--- src/verilog/interrupt_mask_mode_vector_map.vh ---
`ifndef INTERRUPT_MASK_MODE_VECTOR_MAP_VH
`define INTERRUPT_MASK_MODE_VECTOR_MAP_VH
// Register offsets
`define OFS_PEND0      8'h00
`define OFS_PEND1      8'h01
`define OFS_PEND2      8'h02
`define OFS_PEND3      8'h03
`define OFS_ENA0       8'h04
`define OFS_ENA1       8'h05
`define OFS_ENA2       8'h06
`define OFS_ENA3       8'h07
`define OFS_MODE0      8'h08
`define OFS_MODE1      8'h09
`define OFS_MODE2      8'h0A
`define OFS_MODE3      8'h0B
`define OFS_POL0       8'h0C
`define OFS_POL1       8'h0D
`define OFS_POL2       8'h0E
`define OFS_POL3       8'h0F
`define OFS_VECTOR     8'h10
`define OFS_TRAPST     8'h11
`define OFS_TRAPCTL    8'h12
`define OFS_EVSTAT     8'h13
`define OFS_EVMASK     8'h14
// Reset values
`define RST_ENA        8'h00
`define RST_MODE0      8'h00
`define RST_MODE1      8'h00
`define RST_MODE2      8'h1D
`define RST_MODE3      8'h4C
`define RST_POL        8'h00
`define RST_VECTOR     8'h10
`define RST_EV         2'h0
// Vector base added to the winning channel number
`define VECTOR_BASE    8'h10
// Trap control fields
`define TRAPCTL_ARM    0
`define TRAPCTL_PFST   1
`define TRAPCTL_LOCK   2
// Event status fields
`define EV_TRAP        0
`define EV_REQ         1
`endif

--- src/verilog/interrupt_mask_mode_vector.v ---
// Strobed register access is this design's own decision.
`timescale 1ns/1ns
`default_nettype none
`include "interrupt_mask_mode_vector_map.vh"

module interrupt_mask_mode_vector (
    // Clock and reset
    input  wire        clk,
    input  wire        reset_n,
    // Register port
    input  wire [7:0]  addr,
    input  wire [7:0]  wrData,
    input  wire        wrStrobe,
    input  wire        rdStrobe,
    output reg  [7:0]  rdData,
    // Interrupt sources
    input  wire [31:0] channelIn,
    input  wire        powerFailInput_n,
    // Toward the processor
    output wire        procRequest,
    output wire        processorTrapInput_n,
    // Block interrupt
    output wire        irq
);

    // Synchroniser first and second stages
    reg  [31:0] chanS1_ff;
    reg  [31:0] chanS2_ff;
    // Active-level view of last cycle
    reg  [31:0] activePrev_ff;
    // Power-fail synchroniser and history
    reg         pfS1_ff;
    reg         pfS2_ff;
    reg         pfPrev_ff;

    // Configuration registers
    reg  [31:0] enable_ff;
    reg  [31:0] mode_ff;
    reg  [31:0] polarity_ff;
    // Pending status of all channels
    reg  [31:0] pending_ff;
    reg  [31:0] nxt_pending;
    // Vector register
    reg  [7:0]  vector_ff;
    reg  [7:0]  nxt_vector;
    // Trap state
    reg         trapStatus_ff;
    reg         trapArm_ff;
    reg         trapArmLocked_ff;
    // Event status and mask
    reg  [1:0]  evStatus_ff;
    reg  [1:0]  evMask_ff;
    reg         reqPrev_ff;

    // Active level per channel after polarity
    wire [31:0] activeNow;
    // Enabled and pending channels
    wire [31:0] competing;
    // Power-fail falling edge seen
    wire        pfFall;
    // Trap fires this cycle
    wire        trapFire;
    // Software reads trap status
    wire        trapRead;
    // Write decode helpers
    wire        wrPend;
    wire [1:0]  wrByte;
    wire [31:0] wrMaskBits;

    // Polarity flips each channel to active-high
    assign activeNow = chanS2_ff ^ polarity_ff;

    // Channel zero never competes
    assign competing = pending_ff & enable_ff & 32'hFFFFFFFE;

    // Request line to the processor
    assign procRequest = |competing;

    // Falling edge on the synchronised input
    assign pfFall = pfPrev_ff & ~pfS2_ff;

    // Either arm bit allows the trap
    assign trapFire = pfFall & (trapArm_ff | trapArmLocked_ff);

    // Read of the trap status register
    assign trapRead = rdStrobe & (addr == `OFS_TRAPST);

    // Trap input to the processor is active low
    assign processorTrapInput_n = ~trapStatus_ff;

    // Level interrupt from unmasked events
    assign irq = |(evStatus_ff & evMask_ff);

    // Pending write hits one of four bytes
    assign wrPend = wrStrobe & (addr[7:2] == 6'h00);
    assign wrByte = addr[1:0];

    // Spread the written byte to its lane
    assign wrMaskBits = wrPend ? ({24'h000000, wrData} << {wrByte, 3'b000})
                               : 32'h00000000;

    // Two-stage synchronisers for outside inputs
    always @(posedge clk or negedge reset_n) begin
        if (!reset_n) begin
            chanS1_ff <= 32'h00000000;
            chanS2_ff <= 32'h00000000;
            pfS1_ff   <= 1'b1;
            pfS2_ff   <= 1'b1;
            pfPrev_ff <= 1'b1;
        end else begin
            chanS1_ff <= channelIn;
            chanS2_ff <= chanS1_ff;
            pfS1_ff   <= powerFailInput_n;
            pfS2_ff   <= pfS1_ff;
            pfPrev_ff <= pfS2_ff;
        end
    end

    // Edge history of each active level
    always @(posedge clk or negedge reset_n) begin
        if (!reset_n) begin
            activePrev_ff <= 32'h00000000;
        end else begin
            activePrev_ff <= activeNow;
        end
    end

    // Next pending state per channel
    always @* begin : pendCalc
        integer i;
        nxt_pending = pending_ff;
        for (i = 0; i < 32; i = i + 1) begin
            if (mode_ff[i]) begin
                // Edge mode: set on edge, set beats clear
                if (activeNow[i] & ~activePrev_ff[i]) begin
                    nxt_pending[i] = 1'b1;
                end else if (wrMaskBits[i]) begin
                    nxt_pending[i] = 1'b0;
                end
            end else begin
                // Level mode: follows input, writes ignored
                nxt_pending[i] = activeNow[i];
            end
        end
    end

    // Pending register
    always @(posedge clk or negedge reset_n) begin
        if (!reset_n) begin
            pending_ff <= 32'h00000000;
        end else begin
            pending_ff <= nxt_pending;
        end
    end

    // Priority encoder, highest channel wins
    always @* begin : vecCalc
        integer j;
        nxt_vector = `VECTOR_BASE;
        for (j = 1; j < 32; j = j + 1) begin
            if (competing[j]) begin
                nxt_vector = `VECTOR_BASE + j[7:0];
            end
        end
    end

    // Vector refreshed every clock
    always @(posedge clk or negedge reset_n) begin
        if (!reset_n) begin
            vector_ff <= `RST_VECTOR;
        end else begin
            vector_ff <= nxt_vector;
        end
    end

    // Configuration register writes
    always @(posedge clk or negedge reset_n) begin
        if (!reset_n) begin
            enable_ff   <= {4{`RST_ENA}};
            mode_ff     <= {`RST_MODE3, `RST_MODE2,
                            `RST_MODE1, `RST_MODE0};
            polarity_ff <= {4{`RST_POL}};
            evMask_ff   <= `RST_EV;
        end else if (wrStrobe) begin
            if (addr == `OFS_ENA0) begin
                // Bit zero stays clear
                enable_ff[7:0] <= {wrData[7:1], 1'b0};
            end else if (addr == `OFS_ENA1) begin
                enable_ff[15:8] <= wrData;
            end else if (addr == `OFS_ENA2) begin
                enable_ff[23:16] <= wrData;
            end else if (addr == `OFS_ENA3) begin
                enable_ff[31:24] <= wrData;
            end else if (addr == `OFS_MODE0) begin
                mode_ff[7:0] <= wrData;
            end else if (addr == `OFS_MODE1) begin
                mode_ff[15:8] <= wrData;
            end else if (addr == `OFS_MODE2) begin
                mode_ff[23:16] <= wrData;
            end else if (addr == `OFS_MODE3) begin
                mode_ff[31:24] <= wrData;
            end else if (addr == `OFS_POL0) begin
                polarity_ff[7:0] <= wrData;
            end else if (addr == `OFS_POL1) begin
                polarity_ff[15:8] <= wrData;
            end else if (addr == `OFS_POL2) begin
                polarity_ff[23:16] <= wrData;
            end else if (addr == `OFS_POL3) begin
                polarity_ff[31:24] <= wrData;
            end else if (addr == `OFS_EVMASK) begin
                evMask_ff <= wrData[1:0];
            end
        end
    end

    // Trap arm bits: one-shot and locked
    always @(posedge clk or negedge reset_n) begin
        if (!reset_n) begin
            trapArm_ff       <= 1'b0;
            trapArmLocked_ff <= 1'b0;
        end else begin
            // Locked arm only leaves by reset
            if (wrStrobe && addr == `OFS_TRAPCTL
                && wrData[`TRAPCTL_LOCK]) begin
                trapArmLocked_ff <= 1'b1;
            end
            // One-shot arm drops when it fires
            if (trapFire) begin
                trapArm_ff <= 1'b0;
            end else if (wrStrobe && addr == `OFS_TRAPCTL) begin
                trapArm_ff <= wrData[`TRAPCTL_ARM];
            end
        end
    end

    // Trap status: fire wins over read clear
    always @(posedge clk or negedge reset_n) begin
        if (!reset_n) begin
            trapStatus_ff <= 1'b0;
        end else if (trapFire) begin
            trapStatus_ff <= 1'b1;
        end else if (trapRead) begin
            trapStatus_ff <= 1'b0;
        end
    end

    // Event flags, set wins over write-one clear
    always @(posedge clk or negedge reset_n) begin
        if (!reset_n) begin
            evStatus_ff <= `RST_EV;
            reqPrev_ff  <= 1'b0;
        end else begin
            reqPrev_ff <= procRequest;
            // Trap event
            if (trapFire) begin
                evStatus_ff[`EV_TRAP] <= 1'b1;
            end else if (wrStrobe && addr == `OFS_EVSTAT
                         && wrData[`EV_TRAP]) begin
                evStatus_ff[`EV_TRAP] <= 1'b0;
            end
            // New processor request event
            if (procRequest && !reqPrev_ff) begin
                evStatus_ff[`EV_REQ] <= 1'b1;
            end else if (wrStrobe && addr == `OFS_EVSTAT
                         && wrData[`EV_REQ]) begin
                evStatus_ff[`EV_REQ] <= 1'b0;
            end
        end
    end

    // Read data, valid the cycle after the strobe
    always @(posedge clk or negedge reset_n) begin
        if (!reset_n) begin
            rdData <= 8'h00;
        end else if (rdStrobe) begin
            if (addr == `OFS_PEND0) begin
                rdData <= pending_ff[7:0];
            end else if (addr == `OFS_PEND1) begin
                rdData <= pending_ff[15:8];
            end else if (addr == `OFS_PEND2) begin
                rdData <= pending_ff[23:16];
            end else if (addr == `OFS_PEND3) begin
                rdData <= pending_ff[31:24];
            end else if (addr == `OFS_ENA0) begin
                rdData <= enable_ff[7:0];
            end else if (addr == `OFS_ENA1) begin
                rdData <= enable_ff[15:8];
            end else if (addr == `OFS_ENA2) begin
                rdData <= enable_ff[23:16];
            end else if (addr == `OFS_ENA3) begin
                rdData <= enable_ff[31:24];
            end else if (addr == `OFS_MODE0) begin
                rdData <= mode_ff[7:0];
            end else if (addr == `OFS_MODE1) begin
                rdData <= mode_ff[15:8];
            end else if (addr == `OFS_MODE2) begin
                rdData <= mode_ff[23:16];
            end else if (addr == `OFS_MODE3) begin
                rdData <= mode_ff[31:24];
            end else if (addr == `OFS_POL0) begin
                rdData <= polarity_ff[7:0];
            end else if (addr == `OFS_POL1) begin
                rdData <= polarity_ff[15:8];
            end else if (addr == `OFS_POL2) begin
                rdData <= polarity_ff[23:16];
            end else if (addr == `OFS_POL3) begin
                rdData <= polarity_ff[31:24];
            end else if (addr == `OFS_VECTOR) begin
                // Top two bits always zero
                rdData <= {2'b00, vector_ff[5:0]};
            end else if (addr == `OFS_TRAPST) begin
                rdData <= {7'h00, trapStatus_ff};
            end else if (addr == `OFS_TRAPCTL) begin
                rdData <= {5'h00, trapArmLocked_ff,
                           pfS2_ff, trapArm_ff};
            end else if (addr == `OFS_EVSTAT) begin
                rdData <= {6'h00, evStatus_ff};
            end else if (addr == `OFS_EVMASK) begin
                rdData <= {6'h00, evMask_ff};
            end else begin
                // Unmapped reads as zero
                rdData <= 8'h00;
            end
        end else begin
            // Data stands one cycle only
            rdData <= 8'h00;
        end
    end

endmodule
`default_nettype wire

--- config.mk ---
export PLATFORM = sky130hd
export DESIGN_NAME = interrupt_mask_mode_vector
export DESIGN_NICKNAME = d
export VERILOG_FILES = /design/src/verilog/interrupt_mask_mode_vector.v
export VERILOG_INCLUDE_DIRS = /design/src /design/src/verilog
export SDC_FILE = /design/constraint.sdc
export NUM_CORES = 1
export LEC_CHECK = 0
export ABC_CLOCK_PERIOD_IN_PS = 5000
export BUFFER_PORTS_ARGS = -buffer_cell sky130_fd_sc_hd__buf_2
export CAP_MARGIN = 20
export CORE_ASPECT_RATIO = 0.5
export CORE_MARGIN = 3
export CORE_UTILIZATION = 65
export CTS_CLUSTER_SIZE = 28
export DETAILED_ROUTE_END_ITERATION = 10
export PLACE_DENSITY = 0.88
export SLEW_MARGIN = 15
export SYNTH_ARGS = -nofsm -noshare
export SYNTH_HDL_FRONTEND = slang
export SYNTH_SLANG_ARGS = --single-unit
--- constraint.sdc ---
create_clock -name clk -period 5 [get_ports clk]
set_input_delay 0.75 -clock clk [delete_from_list [all_inputs] [get_ports clk]]
set_output_delay 0.75 -clock clk [all_outputs]
set_load 0.01 [all_outputs]
* Word level (Yosys, flattened, before mapping)
Index checks and enable logic that the tools add are counted.
W data, S select, Z words.
** Cells by class
- Reductions and logical operators :: 28
- Divide/modulo/power cells :: 0
- Bitwise logic cells :: 86
- Magnitude comparators :: 0
- Multipliers :: 0
- Add/sub/neg operators :: 0
- Eq/ne operators :: 52
- Multiplexer cells :: 158
- Shifts and indexed selects :: 1
** Operators with widths (number)
- $mux W6 :: 31
- $mux W8 :: 17
- $mux W1 :: 105
- $ne A3 B1 Y1 const B :: 32
- $eq A8 B4 Y1 const B :: 8
- $not A1 Y1 :: 46
- $eq A8 B5 Y1 const B :: 5
- $and A1 B1 Y1 :: 36
- $and A32 B32 Y32 :: 1
- $eq A8 B3 Y1 const B :: 4
- $mux W32 :: 1
- $shl A8 B5 Y32 :: 1
- $xor A32 B32 Y32 :: 1
- $reduce_or A31 Y1 :: 1
- $eq A8 B2 Y1 const B :: 2
- $reduce_and A14 Y1 :: 1
- $reduce_and A13 Y1 :: 1
- $reduce_and A12 Y1 :: 1
- $reduce_and A11 Y1 :: 1
- $reduce_and A10 Y1 :: 1
- $reduce_and A9 Y1 :: 1
- $eq A8 B1 Y1 const B :: 1
- $logic_not A8 Y1 :: 1
- $reduce_and A8 Y1 :: 1
- 15 further kinds :: 25
** Word-level totals
- Output and inout port bits :: 11
- Register bits after elaboration :: 248
- Logic and storage cells :: 384
- RAM bits :: 0
- Bits of input ports :: 53
- Memories :: 0
- Memory bits (read-only) :: 0
- Latch bits :: 0

* Longest topological paths before layout
- Depth in word-level cells :: 32
- Gate-level depth with buffers :: 9
- Gate-level depth less buffers :: 6

* Worst setup path after synthesis
No wires, ideal clock.
- Path type :: input to register
- Start point :: in addr[5]
- End point :: reg mode_ff[17]
- Arrival time :: 2143 ps
- Stages on the path :: 5
- Data required time :: 4875 ps
- Setup time :: 125 ps
- Path buffers :: 1
- Slack :: 2732 ps
- Cells stage by stage :: nor4_2 -> buf_4 -> nand2_1 -> nor2_4 -> mux2_2
** Between the ends
- Word-level cells in the longest chain between the ends :: 3
- Elaborated cells between the ends (all ways) :: 14
- Those cells by class :: eq/ne: 7; bitwise: 6; reduce/logical: 1
** Ends and longest elaborated chain
- start, declared :: line interrupt_mask_mode_vector.v:11 : input wire [7:0] addr,
- $eq A8 B4 Y1 (no line) or $eq A8 B3 Y1 (tied branches)
- $not A1 Y1 (no line)
- $reduce_and A8 Y1 (no line) (*)
- end signal, assigned :: line interrupt_mask_mode_vector.v:180 : mode_ff <= {`RST_MODE3, `RST_MODE2,
- end signal, assigned :: line interrupt_mask_mode_vector.v:199 : mode_ff[23:16] <= wrData;
- end, declared :: line interrupt_mask_mode_vector.v:38 : reg [31:0] mode_ff;
Mark *: on every way between the ends. The rest lies on a longest branch, timed or not.
A chain may end at the register's enable or synchronous reset.

* Final worst setup path
- Start point :: reg pending_ff[19]
- End point :: out procRequest
** Between the ends
- Word-level cells in the longest chain between the ends :: 2
** Ends and longest elaborated chain
- start, declared :: line interrupt_mask_mode_vector.v:41 : reg [31:0] pending_ff;
- start signal, assigned :: line interrupt_mask_mode_vector.v:152 : pending_ff <= nxt_pending;
- $and A32 B32 Y32 :: line interrupt_mask_mode_vector.v:74 : assign competing = pending_ff & enable_ff & 32'hFFFFFFFE;
- $reduce_or A31 Y1 :: line interrupt_mask_mode_vector.v:77 : assign procRequest = |competing;
- end, declared :: line interrupt_mask_mode_vector.v:20 : output wire procRequest,
Every way passes these cells.

==> out/qor.txt <==
post-synthesis sequential area ratio -> 57.9%
CTS tree -> done
Netlist cell types -> 68
Synth Cell Area -> 0.0107 mm²
Clock transition at path regs -> 60 ps
Synth Net Count -> 952
Data required, critical path -> 4250 ps
layout cells sized above 1 -> 25.3%
Post-CTS Resized -> 0
vias per cell -> 7.16
GR Util All Layers -> 40.1%
worst endpoint data arrival time -> 2600 ps
vias in the first global route -> 8490
Worst IR Drop VDD -> 0.000304 V
Initial DRC Count -> 1105
clock skew -> 11.0 ps
Mean Syn Cell Area -> 12.0 µm²
root buffer cell -> clkbuf_16
antenna diode count -> 0
Leakage -> 5.28 nW
Switching Fraction -> 26.1%
Die Span X -> 188 µm
CP Capture Type -> output pin
Max Slew Vio Count -> 0
synth-to-layout area growth -> 10.9%
Design Power -> 0.00438 W
Hold Vio Cnt, Final -> 0
IO Count -> 64
Synth async-reset ratio -> 100%
IO buf count -> 63
RSZ-0062 raised after global routing -> no
Clock Sinks -> 248
post-place setup slack -> 1340 ps
leading cell types in the layout, fill and taps excluded -> dfrtp_1, nand2_1, mux2_2, buf_2
Final WS setup -> 1650 ps
period utilisation layout -> 66.9%
number of remaining DRC errors -> 0
most used cell, CP -> nand2_1
slew margin rel. -> 38.2%
Slowest-stage cell, CP -> or4b_1
CP Buf/Inv Count -> 1
final period demand of the worst path -> 3350 ps
Die Y -> 96.9 µm
startpoint types -> register
status -> finished clean
via count -> 8529
Switching Power -> 0.00115 W
Seq pwr share -> 52.5%
Clock Power Share -> 38.2%
Syn. warnings -> 0
drt total wl -> 36.1 mm
Post-synth top flop -> dfrtp_1
Rows -> 32
Hold WC Path Type -> input port to async pin
RePlAce Congestion -> 1.05
crit-path leading delay family -> simple AND/OR/NAND/NOR gates
first-pass GRT wire length -> 53.9 mm
Int Power -> 0.00324 W
setup TNS -> 0 ps
Cell Chain, Critical Path -> a22oi_1, nand2_1, nor2_1, nand2_1, or4b_1, buf_2
hold_buf cts -> 0
most common cell after layout, fill and taps aside -> dfrtp_1
final setup fails -> 0
total CTS buffers -> 21
antenna-violating nets left -> 0
max cap viols -> 0
core area -> 0.0158 mm²
synthesized flop and latch total -> 248
EDFF count, synth -> 0
Post-CTS Repair Setup Buffers -> 0
worst-margin pin slew -> 927 ps
Logic pwr share -> 9.3%
Mapped Cells -> 899
final net count -> 1008
Cell Pwr Density -> 368 mW/mm²
critical setup path kind -> register to output pin
maximum clock path buffer count -> 3
initial antenna violation count -> 0
worst skew pair latency -> 520 ps
GRT Residual Overflow -> 0
post-DP HPWL -> 24.9 mm
Starting Density -> 68.1%
CP max FO -> 4
fmax -> 0.299 GHz
drt pass-1 iters -> 6
Crit path largest cell delay -> 620 ps
# H-tree levels -> 1
pin count of the biggest net entering global routing -> 119
die area -> 0.0182 mm²
drt wl/cell -> 30.3 µm
routing by layer:
layer	vias to the layer above	wire length (µm)	global-route usage [%]
li1	3396	-	-
met1	4284	14100	56.9
met2	706	14900	56.8
met3	141	5390	15.3
met4	2	1580	14.1
met5	-	78	3.02
flip-flops by register name, indices dropped and copies added (netlist names), 8 cells and up:
signal,cells
activePrev_ff,32
chanS1_ff,32
chanS2_ff,32
enable_ff,31
mode_ff,32
pending_ff,32
polarity_ff,32
rdData,8
cell type report:
| type | instances | area (µm²) |
|---|---|---|
| flip-flops and latches | 248 | 6220 |
| inverters | 13 | 48.8 |
| clock inverters | 7 | 93.8 |
| fillers | 1023 | 3850 |
| multi-input cells | 599 | 4300 |
| clock buffers | 31 | 593 |
| well taps | 221 | 277 |
| repair buffers | 72 | 393 |
worst reg2reg max path, cell delays in order (launching register included):
cell      delay [ps]
dfrtp_1          490
a22o_1           320
a222oi_1         540
o211ai_1         200
a31oi_1          230
o211ai_1         110
a311o_1          370
logic make-up after synthesis:
logic type      share of synthesized area (%)
simple gates                             11.5
mux                                      11.7
compound gates                           14.1
xor+xnor                                 2.69
flops                                    57.9
buf+inv                                  2.13
synth_stat cells, types with 15 or more instances:
cell	count	area, µm²
a21oi_1	33	165
a22oi_1	18	135
a32o_1	36	360
buf_2	18	90.1
dfrtp_1	237	5930
mux2_2	99	1110
nand2_1	135	507
nor2_1	28	105
o21ai_0	36	180
o22ai_1	15	93.8
xor2_1	32	280
path summary, 6_finish.rpt:
kind                           startpoint                 to  slack, ps  cells after the start
max                        pending_ff[19]        procRequest       1650                      6
min                               reset_n  activePrev_ff[24]        330                      1
max reg2reg                 pending_ff[3]       vector_ff[1]       2590                      6
min reg2reg                  chanS1_ff[1]       chanS2_ff[1]        350                      0
max in group asynchronous         reset_n         mode_ff[6]       3480                      2
min in group clk             channelIn[7]       chanS1_ff[7]        340                      1
power groups by stage:
stage	sequential [W]	combinational (W)	clock, W
after floorplan	0.00226	0.000236	0
after global placement	0.00232	0.000372	0
after detailed placement	0.00232	0.000390	0
after CTS	0.00229	0.000397	0.00167
after global routing	0.00231	0.000437	0.00176
final	0.00230	0.000407	0.00167
metrics by stage:
| step | instance area, µm² | utilization (%) | hold slack [ps] | std cells |
|---|---|---|---|---|
| final | 11900 | 75.6 | 328 | 1191 |
| after global routing | 11900 | 75.6 | 332 | 1191 |
| after floorplan | 10700 | - | 331 | 899 |
| after global placement | 11200 | 71.2 | 331 | 1153 |
| after CTS | 11900 | 75.6 | 335 | 1191 |
| after detailed placement | 11200 | 71.2 | 335 | 1153 |
Note: power is estimated with default switching activity, not from simulation.
